## config.mk

```make
export PLATFORM = sky130hd
export DESIGN_NAME = epdsp_device_flat
export DESIGN_NICKNAME = d
export VERILOG_FILES = /design/src/hw/epdsp_pkg.sv /design/src/hw/epdsp_link_if.sv /design/src/hw/epdsp_device.sv /design/src/flat_wrapper.sv
export VERILOG_INCLUDE_DIRS = /design/src /design/src/hw
export SDC_FILE = /design/constraint.sdc
export NUM_CORES = 1
export LEC_CHECK = 0
export BUFFER_PORTS_ARGS = -buffer_cell sky130_fd_sc_hd__buf_2
export CAP_MARGIN = 5
export CORE_UTILIZATION = 30
export DETAILED_ROUTE_END_ITERATION = 8
export GPL_TIMING_DRIVEN = 0
export PLACE_DENSITY = 0.6
export RECOVER_POWER = 100
export SETUP_SLACK_MARGIN = 0.5
export SLEW_MARGIN = 40
export SYNTH_ARGS = -nofsm -noshare
export SYNTH_HDL_FRONTEND = slang
export SYNTH_SLANG_ARGS = --single-unit
```

## constraint.sdc

```tcl
create_clock -name pclk -period 5.1 [get_ports pclk]
set_input_delay 0 -clock pclk [delete_from_list [all_inputs] [get_ports pclk]]
set_output_delay 0 -clock pclk [all_outputs]
set_load 0.02 [all_outputs]
```

## src/hw/epdsp_consts.svh

```systemverilog
`ifndef EPDSP_CONSTS_SVH
`define EPDSP_CONSTS_SVH
// Command codes
`define EPDSP_CMD_GATE_LINES   8'h01
`define EPDSP_CMD_GATE_VOLT    8'h03
`define EPDSP_CMD_SOURCE_VOLT  8'h04
`define EPDSP_CMD_SLEEP        8'h10
`define EPDSP_CMD_BREAK_DETECT 8'h23
// Power-on values of the settings
`define EPDSP_GATE_LO_RST      8'hf9
`define EPDSP_GATE_HI_RST      3'h0
`define EPDSP_VGH_RST          5'h10
`define EPDSP_VGL_RST          4'ha
`define EPDSP_VSRC_RST         5'h19
`define EPDSP_SLEEP_RST        1'b0
// Frame lengths in bits
`define EPDSP_BITS_4WIRE       4'h8
`define EPDSP_BITS_3WIRE       4'h9
// Temperature layout
`define EPDSP_TEMP_SIGN        11
`define EPDSP_TEMP_FRAC_W      4
// Controller register byte offsets
`define EPDSP_OFS_CTRL         12'h000
`define EPDSP_OFS_TX           12'h004
`define EPDSP_OFS_STATUS       12'h008
// Controller field positions
`define EPDSP_CTRL_3WIRE       0
`define EPDSP_CTRL_CLEAR       1
`define EPDSP_TX_DC            8
`define EPDSP_ST_PENDING       0
`define EPDSP_ST_BUSY          1
// Serial clock timing
`define EPDSP_SCLK_NS          64
`define EPDSP_PCLK_NS          8
`define EPDSP_HALF_CYC         ((`EPDSP_SCLK_NS / `EPDSP_PCLK_NS) / 2)
`endif

```

## src/hw/epdsp_pkg.sv

```systemverilog
package epdsp_pkg;
    // Controller sequencer
    typedef enum logic [2:0] {
        EPDSP_IDLE,
        EPDSP_SELECT,
        EPDSP_LOW,
        EPDSP_HIGH,
        EPDSP_RELEASE
    } epdsp_state_type;
    typedef logic [7:0] epdsp_byte_type;
endpackage

```

## src/hw/epdsp_link_if.sv

```systemverilog
`timescale 1ns/1ps
interface epdsp_link_if;
    logic cs_n;
    logic clock_pad;
    logic data_pad;
    logic dc;
    logic bus_format_select;
    logic hw_clear_n;
    logic busy;
    modport device (
        input  cs_n, clock_pad, data_pad, dc, bus_format_select, hw_clear_n,
        output busy
    );
    modport host (
        output cs_n, clock_pad, data_pad, dc, bus_format_select, hw_clear_n,
        input  busy
    );
endinterface

```

## src/hw/epdsp_device.sv

```systemverilog
// The APB register port and the placing of the registers were chosen for this implementation.
`timescale 1ns/1ps
`include "epdsp_consts.svh"
// Operation
// - Link ignored unless chip select low
// - 4-wire: dc high data, low command
// - Hardware clear low resets device state
// - Busy high during waveform or sensor
// - Host sends nothing while busy high
// - Format pin low 4-wire, high 3-wire
// - Pad zero clock, pad one data
// - 4-wire: eight bits, MSB first, rising
// - Host holds dc steady per byte
// - Finished byte routed by command/data
// - 3-wire: host ties dc low
// - 3-wire: flag then eight bits MSB first
// - 3-wire: flag 0 command, 1 data
// - Temperature is 12-bit signed sixteenths
// - Break detection holds busy until done
// - Host reads status after detection
// - Command 01 sets gate line count
// - Command 03 sets gate voltages
// - Command 04 sets source voltage
// - Command 10 bit zero, default normal
// - Bit zero one enters deep sleep
module epdsp_device #(
    parameter int BREAK_CYCLES = 64
) (
    // Clock and reset
    input  wire logic                  pclk,
    input  wire logic                  presetn,
    // Serial link
    epdsp_link_if.device               link,
    // Received stream
    output logic                       cmd_valid,
    output epdsp_pkg::epdsp_byte_type  cmd_byte,
    output logic                       data_valid,
    output epdsp_pkg::epdsp_byte_type  data_byte,
    // Settings
    output logic [10:0]                gate_lines,
    output logic [4:0]                 gate_high_rail,
    output logic [3:0]                 gate_low_rail,
    output logic [4:0]                 source_high_rail,
    output logic                       deep_sleep,
    output logic                       hw_clear_active,
    // Activity and panel check
    input  wire logic                  waveform_active,
    input  wire logic                  sensor_active,
    input  wire logic                  panel_broken,
    output logic                       break_flag,
    // Temperature
    input  wire logic [11:0]           temp_raw,
    output logic                       temp_negative,
    output logic [7:0]                 temp_whole,
    output logic [3:0]                 temp_frac
);
    import epdsp_pkg::*;

    initial begin
        if (BREAK_CYCLES < 1 || BREAK_CYCLES > 65535) begin
            $error("BREAK_CYCLES out of range");
        end
    end

    // ********
    // Pin synchronisers
    // ********
    logic [5:0] sync_a;
    logic [5:0] sync_b;
    logic       clk_prev;
    logic [5:0] pins;

    assign pins = {link.hw_clear_n, link.bus_format_select, link.dc,
                   link.data_pad, link.clock_pad, link.cs_n};

    // Two flops per pin; reset values mimic an idle link
    always_ff @(posedge pclk or negedge presetn) begin
        if (!presetn) begin
            sync_a <= 6'h21;
            sync_b <= 6'h21;
        end else begin
            sync_a <= pins;
            sync_b <= sync_a;
        end
    end

    logic cs_n_s;
    logic sclk_s;
    logic serial_data_in_s;
    logic dc_s;
    logic three_wire;
    logic clear;
    assign cs_n_s     = sync_b[0];
    assign sclk_s     = sync_b[1];
    assign serial_data_in_s     = sync_b[2];
    assign dc_s       = sync_b[3];
    assign three_wire = sync_b[4];
    assign clear      = !sync_b[5];

    // Third flop only for edge finding
    always_ff @(posedge pclk or negedge presetn) begin
        if (!presetn) begin
            clk_prev <= 1'b0;
        end else begin
            clk_prev <= sclk_s;
        end
    end

    logic rise;
    assign rise = sclk_s && !clk_prev && !cs_n_s;

    // ********
    // Frame shifter
    // ********
    logic [8:0] shreg;
    logic [3:0] nbits;
    logic [3:0] frame_len;
    logic       frame_done;
    logic [8:0] next_shreg;
    assign frame_len  = three_wire ? `EPDSP_BITS_3WIRE : `EPDSP_BITS_4WIRE;
    assign next_shreg = {shreg[7:0], serial_data_in_s};
    assign frame_done = rise && (nbits == frame_len - 4'h1);

    // Deselect drops any partial frame
    always_ff @(posedge pclk or negedge presetn) begin
        if (!presetn) begin
            nbits <= 4'h0;
            shreg <= 9'h000;
        end else if (clear || cs_n_s) begin
            nbits <= 4'h0;
        end else if (rise) begin
            shreg <= next_shreg;
            nbits <= frame_done ? 4'h0 : nbits + 4'h1;
        end
    end

    logic is_data;
    // 4-wire takes the pin, 3-wire the leading flag
    assign is_data = three_wire ? shreg[7] : dc_s;

    // ********
    // Byte routing
    // ********
    logic [1:0] param_idx;
    logic       got_cmd;
    logic       got_data;
    assign got_cmd  = frame_done && !is_data;
    assign got_data = frame_done && is_data;

    // Strobes toward command decode and RAM data
    always_ff @(posedge pclk or negedge presetn) begin
        if (!presetn) begin
            cmd_valid  <= 1'b0;
            data_valid <= 1'b0;
            cmd_byte   <= 8'h00;
            data_byte  <= 8'h00;
        end else begin
            cmd_valid  <= got_cmd && !clear;
            data_valid <= got_data && !clear;
            if (clear) begin
                cmd_byte <= 8'h00;
            end else if (got_cmd) begin
                cmd_byte <= next_shreg[7:0];
            end
            if (got_data) begin
                data_byte <= next_shreg[7:0];
            end
        end
    end

    // Parameter position restarts at each command
    always_ff @(posedge pclk or negedge presetn) begin
        if (!presetn) begin
            param_idx <= 2'h0;
        end else if (clear || got_cmd) begin
            param_idx <= 2'h0;
        end else if (got_data && param_idx != 2'h3) begin
            param_idx <= param_idx + 2'h1;
        end
    end

    // ********
    // Settings
    // ********
    logic [7:0] pb;
    assign pb = next_shreg[7:0];

    // Only the listed fields are kept; extra bytes are ignored
    always_ff @(posedge pclk or negedge presetn) begin
        if (!presetn) begin
            gate_lines       <= {`EPDSP_GATE_HI_RST, `EPDSP_GATE_LO_RST};
            gate_high_rail   <= `EPDSP_VGH_RST;
            gate_low_rail    <= `EPDSP_VGL_RST;
            source_high_rail <= `EPDSP_VSRC_RST;
            deep_sleep       <= `EPDSP_SLEEP_RST;
        end else if (clear) begin
            gate_lines       <= {`EPDSP_GATE_HI_RST, `EPDSP_GATE_LO_RST};
            gate_high_rail   <= `EPDSP_VGH_RST;
            gate_low_rail    <= `EPDSP_VGL_RST;
            source_high_rail <= `EPDSP_VSRC_RST;
            deep_sleep       <= `EPDSP_SLEEP_RST;
        end else if (got_data) begin
            unique case (cmd_byte)
                `EPDSP_CMD_GATE_LINES: begin
                    if (param_idx == 2'h0) gate_lines[7:0] <= pb;
                    if (param_idx == 2'h1) gate_lines[10:8] <= pb[2:0];
                end
                `EPDSP_CMD_GATE_VOLT: begin
                    if (param_idx == 2'h0) gate_high_rail <= pb[4:0];
                    if (param_idx == 2'h1) gate_low_rail <= pb[3:0];
                end
                `EPDSP_CMD_SOURCE_VOLT: begin
                    if (param_idx == 2'h0) source_high_rail <= pb[4:0];
                end
                `EPDSP_CMD_SLEEP: begin
                    if (param_idx == 2'h0) deep_sleep <= pb[0];
                end
                default: begin
                end
            endcase
        end
    end

    // ********
    // Break detection and busy
    // ********
    logic [15:0] brk_cnt;
    logic        brk_run;

    // Detection runs a fixed time then samples the panel
    always_ff @(posedge pclk or negedge presetn) begin
        if (!presetn) begin
            brk_run    <= 1'b0;
            brk_cnt    <= 16'h0000;
            break_flag <= 1'b0;
        end else if (clear) begin
            brk_run    <= 1'b0;
            break_flag <= 1'b0;
        end else if (got_cmd && next_shreg[7:0] == `EPDSP_CMD_BREAK_DETECT) begin
            brk_run <= 1'b1;
            brk_cnt <= 16'(BREAK_CYCLES - 1);
        end else if (brk_run) begin
            if (brk_cnt == 16'h0000) begin
                brk_run    <= 1'b0;
                break_flag <= panel_broken;
            end else begin
                brk_cnt <= brk_cnt - 16'h0001;
            end
        end
    end

    // Busy is registered, so it trails its causes by one cycle
    always_ff @(posedge pclk or negedge presetn) begin
        if (!presetn) begin
            link.busy       <= 1'b0;
            hw_clear_active <= 1'b0;
        end else begin
            link.busy       <= waveform_active || sensor_active || brk_run;
            hw_clear_active <= clear;
        end
    end

    // ********
    // Temperature
    // ********
    // Whole part keeps bit 11, so it stays signed
    always_ff @(posedge pclk or negedge presetn) begin
        if (!presetn) begin
            temp_negative <= 1'b0;
            temp_whole    <= 8'h00;
            temp_frac     <= 4'h0;
        end else begin
            temp_negative <= temp_raw[`EPDSP_TEMP_SIGN];
            temp_whole    <= temp_raw[11:`EPDSP_TEMP_FRAC_W];
            temp_frac     <= temp_raw[`EPDSP_TEMP_FRAC_W-1:0];
        end
    end
endmodule

```

## src/flat_wrapper.sv

```systemverilog
// flat-port wrapper written by rule: the top's interface ports become plain ports
module epdsp_device_flat import epdsp_pkg::*;
#(
    parameter int BREAK_CYCLES = 64
)
  (pclk, presetn, cmd_valid, cmd_byte, data_valid, data_byte, gate_lines, gate_high_rail, gate_low_rail, source_high_rail, deep_sleep, hw_clear_active, waveform_active, sensor_active, panel_broken, break_flag, temp_raw, temp_negative, temp_whole, temp_frac, link_cs_n, link_clock_pad, link_data_pad, link_dc, link_bus_format_select, link_hw_clear_n, link_busy);
  epdsp_link_if link_i ();
  input  wire logic pclk;
  input  wire logic presetn;
  output logic cmd_valid;
  output epdsp_pkg::epdsp_byte_type cmd_byte;
  output logic data_valid;
  output epdsp_pkg::epdsp_byte_type data_byte;
  output logic [10:0] gate_lines;
  output logic [4:0] gate_high_rail;
  output logic [3:0] gate_low_rail;
  output logic [4:0] source_high_rail;
  output logic deep_sleep;
  output logic hw_clear_active;
  input  wire logic waveform_active;
  input  wire logic sensor_active;
  input  wire logic panel_broken;
  output logic break_flag;
  input  wire logic [11:0] temp_raw;
  output logic temp_negative;
  output logic [7:0] temp_whole;
  output logic [3:0] temp_frac;
  input wire logic [$bits(link_i.cs_n)-1:0] link_cs_n;
  input wire logic [$bits(link_i.clock_pad)-1:0] link_clock_pad;
  input wire logic [$bits(link_i.data_pad)-1:0] link_data_pad;
  input wire logic [$bits(link_i.dc)-1:0] link_dc;
  input wire logic [$bits(link_i.bus_format_select)-1:0] link_bus_format_select;
  input wire logic [$bits(link_i.hw_clear_n)-1:0] link_hw_clear_n;
  output wire logic [$bits(link_i.busy)-1:0] link_busy;
  assign link_i.cs_n = link_cs_n;
  assign link_i.clock_pad = link_clock_pad;
  assign link_i.data_pad = link_data_pad;
  assign link_i.dc = link_dc;
  assign link_i.bus_format_select = link_bus_format_select;
  assign link_i.hw_clear_n = link_hw_clear_n;
  assign link_busy = link_i.busy;
  epdsp_device #(.BREAK_CYCLES(BREAK_CYCLES)) u_core (.pclk(pclk), .presetn(presetn), .link(link_i), .cmd_valid(cmd_valid), .cmd_byte(cmd_byte), .data_valid(data_valid), .data_byte(data_byte), .gate_lines(gate_lines), .gate_high_rail(gate_high_rail), .gate_low_rail(gate_low_rail), .source_high_rail(source_high_rail), .deep_sleep(deep_sleep), .hw_clear_active(hw_clear_active), .waveform_active(waveform_active), .sensor_active(sensor_active), .panel_broken(panel_broken), .break_flag(break_flag), .temp_raw(temp_raw), .temp_negative(temp_negative), .temp_whole(temp_whole), .temp_frac(temp_frac));
endmodule
```

Word level (Yosys, flattened, before mapping)
Cells that the tools add are included.

cells by class
  add/subtract/negate cells = 4
  multiply operators = 0
  divide/modulo/power cells = 0
  order comparisons = 0
  equality and inequality tests = 20
  shifts and indexed selects = 0
  mux-type cells = 40
  bitwise gates (word level) = 1
  reductions and logical operators = 31

operators by type and width
  kind                                                  number
  2-to-1 mux 16 bit                                     3
  2-to-1 mux 5 bit                                      7
  2-to-1 mux 11 bit                                     3
  2-to-1 mux 4 bit                                      7
  2-to-1 mux 8 bit                                      3
  != test 2 bit (second input constant)                 12
  AND reduction 3 bit                                   8
  logical NOT 16 bit                                    1
  subtractor 16 x 1 -> 16 bit (second input constant)   1
  2-to-1 mux 1 bit                                      14
  logical AND 1 bit                                     9
  equality test 8 x 1 -> 1 bit (second input constant)  1
  equality test 8 x 2 -> 1 bit (second input constant)  1
  equality test 8 x 3 -> 1 bit (second input constant)  1
  equality test 8 x 5 -> 1 bit (second input constant)  1
  equality test 8 x 6 -> 1 bit (second input constant)  1
  nonzero test 2 bit                                    3
  adder 4 x 1 -> 4 bit (second input constant)          1
  equality test 4 bit                                   1
  logical NOT 1 bit                                     4
  logical OR 1 bit                                      4
  2-to-1 mux 2 bit                                      2
  subtractor 4 x 1 -> 4 bit (second input constant)     1
  2-to-1 mux 3 bit                                      1
  other kinds (6)                                       6

storage, ports and cells
  bits in registers = 104
  bits in latches = 0
  RAM bits = 0
  bits in read-only memories = 0
  output and inout port bits = 60
  logic and storage cells = 120
  memories = 0

Longest topological paths before layout
  depth in word-level cells = 8
  gate-level depth with buffers = 8
  depth with buffers taken out = 7

Worst setup path after synthesis
Ideal clock, no wire load.

  kind = reg-to-reg
  start = reg u_core.brk_cnt[0]
  end = reg u_core.brk_cnt[11]
  data arrival time = 1,832 ps
  path slack = 3,147 ps
  stages on the path, launching flop included = 9
  path buffers = 1
  clock period less this slack = 1,953 ps
  cells stage by stage = dfrtp_1 -> inv_1 -> ha_1 -> nor3b_2 -> and4_2 -> a21oi_2 -> buf_2 -> o22ai_1 -> a22o_1

between the ends
  cells in the longest elaborated chain, start to end = 4
  elaborated cells on any way between the ends = 7
  classes of those cells = add/sub (1); eq/ne (1); mux (3); reduce/logical (2)

ends and longest elaborated chain
  item                         RTL line             RTL
  start: declaration           epdsp_device.sv:227  logic [15:0] brk_cnt;
  start signal: assignment     epdsp_device.sv:241  brk_cnt <= 16'(BREAK_CYCLES - 1);
  start signal: assignment     epdsp_device.sv:247  brk_cnt <= brk_cnt - 16'h0001;
  subtractor 16 x 1 -> 16 bit  epdsp_device.sv:247
  2-to-1 mux 16 bit            epdsp_device.sv:243  if (brk_cnt == 16'h0000) begin
  2-to-1 mux 16 bit            epdsp_device.sv:242  end else if (brk_run) begin
  2-to-1 mux 16 bit            epdsp_device.sv:239  end else if (got_cmd && next_shreg[7:0] == `EPDSP_CMD_BREAK_DETECT) begin

Parallel ways exist; a longest one is shown, timed or not. The select of a mux whose other input is x is not followed.
A chain may end at the register's enable or synchronous reset.

Worst setup path in the final report
  start = reg u_core.sync_b[5]
  end = reg u_core.brk_cnt[13]

between the ends
  cells in the longest elaborated chain, start to end = 1

ends and longest elaborated chain
  item                                  RTL line            RTL
  start: declaration                    epdsp_device.sv:69  logic [5:0] sync_b;
  start signal: assignment              epdsp_device.sv:83  sync_b <= sync_a;
  AND reduction 3 bit (no source line)  --

Every way passes these cells.

==> results.json <==
{
  "yosysWarnings": 0,
  "p_int_mw": 1.24,
  "drive_gt1_share_pct": 16.1,
  "cp_num_buf_inv": 3,
  "netlist.area_leader.share_pct": 48.6,
  "synthFlopType": "dfrtp_1",
  "fin_skew_ns": 0.00871,
  "synthTopCellsByCount": "87 x dfrtp_1, 58 x nand2_1, 36 x mux2i_1, 32 x nor2_1, 16 x dfstp_2",
  "cp-end-kind": "register",
  "startpoint_type": "register",
  "post_cts_buffers": 0,
  "dr_total_vias": 3319,
  "ant_nets": 0,
  "cts.reportedPaths.clkPinSlew_ns": 0.07,
  "yosysMostFrequentCell": "dfrtp_1",
  "grt_max_degree": 64,
  "nets": 527,
  "switchingPower_mw": 0.434,
  "ir_drop_v": 0.000147,
  "hpwl_um": 7030,
  "route.detailed.drc": 0,
  "syn_inst": 384,
  "fmax_mhz": 330,
  "pin_count": 83,
  "clockRootBuffer": "clkbuf_16",
  "r2r_slack_ns": 2.07,
  "setup_viol": 0,
  "power_frac_comb_pct": 7.3,
  "synth_top_family_by_area": "simple AND/OR/NAND/NOR gates",
  "finalHoldViolCount": 0,
  "cp.arrival_ns": 3.28,
  "drv_slew": 41,
  "path_class": "reg2reg",
  "p_sw_share_pct": 25.9,
  "muxShareOfSynthArea_pct": 10.1,
  "rsz0062_at_grt": "no",
  "fp.dieW_um": 124,
  "synth-seq-cells": 103,
  "synth_top_area_cell": "dfrtp_1",
  "power_leakage_nw": 2.63,
  "syn_to_final_growth_pct": 22.7,
  "synth_cell_type_count": 65,
  "yosysSeqAreaShare_pct": 58.0,
  "min_to": "u_core.break_flag",
  "critical-path-top-delay-family": "buffers and inverters",
  "outcome": "complete, but fails checks",
  "crit_path_max_fanout": 10,
  "io_buffers": 82,
  "cts_resized": 0,
  "grtUsageTotal_pct": 14.2,
  "worstPathRequired_ns": 5.35,
  "tns_ns": 0,
  "cp_slowest_stage_delay_ns": 0.67,
  "worst_pin_slew_ns": 2.37,
  "r2r_start": "u_core.sync_b[5]",
  "synth_edf_count": 0,
  "yosys.area_share.simple_pct": 19.3,
  "grt_pass1_wl_um": 16500,
  "path_cells": "and4bb_2 -> clkbuf_1 -> nand4_1 -> and2b_1 -> clkbuf_1 -> clkbuf_1 -> o22ai_1 -> a22o_1",
  "cp_common_cell": "clkbuf_1",
  "first_pass_iters": 4,
  "ff2ff_path_depth": 8,
  "synth_fa_ha_area_share_pct": 1.40,
  "via_per_inst": 4.82,
  "wl_per_cell_um": 14.9,
  "place_congestion": 0.781,
  "grt_pass1_vias": 3220,
  "cts_made_buffers": 9,
  "grt_overflow": 0,
  "cts_buffer_depth": 2,
  "min_period_over_period_pct": 59.4,
  "whs_path_depth": 4,
  "synthArstFlopShare_pct": 100,
  "worst_slack_ns": 2.07,
  "die_h_um": 124,
  "hold_path_startpoint": "panel_broken",
  "synth-compound-area-share_pct": 8.30,
  "dp_slack_ns": 2.87,
  "placed_area_um2": 5160,
  "die-area_um2": 15400,
  "p_per_area_nw_per_um2": 305,
  "drtIter0Drc": 176,
  "hp-class": "in2reg",
  "r2r-end": "u_core.brk_cnt[13]",
  "syn-num-nets": 412,
  "routed_wl_um": 10300,
  "synthTopCellsByArea": "dfrtp_1 49%, dfstp_2 9.4%, mux2i_1 8.0%",
  "diodes": 0,
  "antenna_found_initial": 0,
  "cap_viol_max_count": 1,
  "start_util_pct": 30.8,
  "seq_power_share_pct": 51.7,
  "synthXorXnorAreaFrac_pct": 0,
  "cts_sinks": 103,
  "violations": "capacitance limit, slew limit",
  "cpMaxStageDelayCell": "dfstp_1",
  "synth_area_per_cell_um2": 11.7,
  "syn_area_um2": 4480,
  "insertion_delay_ns": 0.36,
  "clkPwrFrac_pct": 41.0,
  "fillers": 1490,
  "num_rows": 44,
  "cts_tree": "done",
  "final_area_um2": 5490,
  "coreArea_um2": 14500,
  "htreeDepth": 3,
  "min_period_ns": 3.03,
  "slew_headroom_pct": -58.0
}
==> timing repair <==
| action | in CTS | in global routing |
|---|---|---|
| endpoints found under the hold margin | 108 | 0 |
| hold buffers | 21 | 0 |
| endpoints found under the setup margin | 0 | 0 |
==> tightest hold or removal path, delay by kind of cell <==
family / cells / cell delay, ns
buffers and inverters: 1 / 0.09
AOI/OAI and AO/OA: 1 / 0.12
and+or+nand+nor: 2 / 0.21
==> cells in the final DEF, fill, tap and decap left out, types with 6 or more instances in the layout <==
cell type,instances
a21oi_1,7
buf_2,23
clkbuf_1,76
clkbuf_16,9
dfrtp_1,87
dfstp_2,15
dlygate4sd3_1,21
mux2_2,8
mux2i_1,36
nand2_1,58
nand2b_1,8
nand3_1,6
nor2_1,32
nor3_1,13
o22ai_1,8
==> per-stage QoR <==
stage	hold WS [ns]	std cells	util, %	power, mW
detailed placement	-0.0903	651	35.5	0.999
global placement	0.108	650	35.2	0.992
CTS	0.0856	688	39.0	1.70
global route	0.100	688	37.8	1.74
finish	0.0973	688	37.8	1.67
floorplan	-0.296	384	-	0.933
==> kinds of logic after synthesis <==
| kind of cell | Yosys count |
|---|---|
| multiplexers | 44 |
| AO/OA/AOI/OAI | 48 |
| adder cells (fa/ha/maj) | 5 |
| flip-flops | 103 |
| AND/OR/NAND/NOR | 159 |
| buffers and inverters | 25 |
==> per-layer routing <==
layer / vias up / GRT usage (%) / part of all wire (%)
met5: - / 0 / 0
met4: 0 / 7.89 / 2.6
met3: 15 / 2.47 / 3.6
met2: 66 / 20.7 / 46
met1: 1645 / 19.7 / 48
li1: 1593 / - / -
==> sequential cells by signal (all words and copies together) (netlist names), 2 cells and up <==
name and flops:
u_core.brk_cnt 16, u_core.gate_lines 11, u_core.cmd_byte 8, u_core.data_byte 8, u_core.shreg 8, u_core.temp_whole 7
u_core.sync_a 6, u_core.sync_b 6, u_core.gate_high_rail 5, u_core.source_high_rail 5, u_core.gate_low_rail 4, u_core.nbits 4
u_core.temp_frac 4, u_core.param_idx 2
==> power by group through the flow <==
stage	clock network, mW	logic, mW	registers [mW]
after floorplan	0	0.0540	0.879
after global placement	0	0.111	0.881
after detailed placement	0	0.116	0.882
after CTS	0.709	0.128	0.867
after global routing	0.740	0.135	0.871
final	0.687	0.122	0.865
==> layout make-up <==
type                    count  area, um^2  area share [%]
clock buffers               9         225            4.10
well taps                 184         230            4.19
repair buffers            104         569            10.4
clock inverters             7        70.1            1.28
flip-flops and latches    103        2600            47.3
plain buffers              19        83.8            1.53
multi-input cells         256        1690            30.8
inverters                   6        22.5           0.410
==> worst max-delay path by stage <==
stage                                  from                 end  slack [ns]  cells past startpoint
after floorplan           u_core.brk_cnt[0]  u_core.brk_cnt[11]        3.15                      8
after global placement    u_core.brk_cnt[0]  u_core.brk_cnt[13]        2.88                      7
after detailed placement  u_core.brk_cnt[0]  u_core.brk_cnt[11]        2.87                      8
after CTS                 u_core.brk_cnt[0]  u_core.brk_cnt[10]        2.85                      7
after global routing       u_core.sync_b[5]  u_core.brk_cnt[13]        1.90                      8
final                      u_core.sync_b[5]  u_core.brk_cnt[13]        2.07                      8
Power figures use the tool's default switching activity.
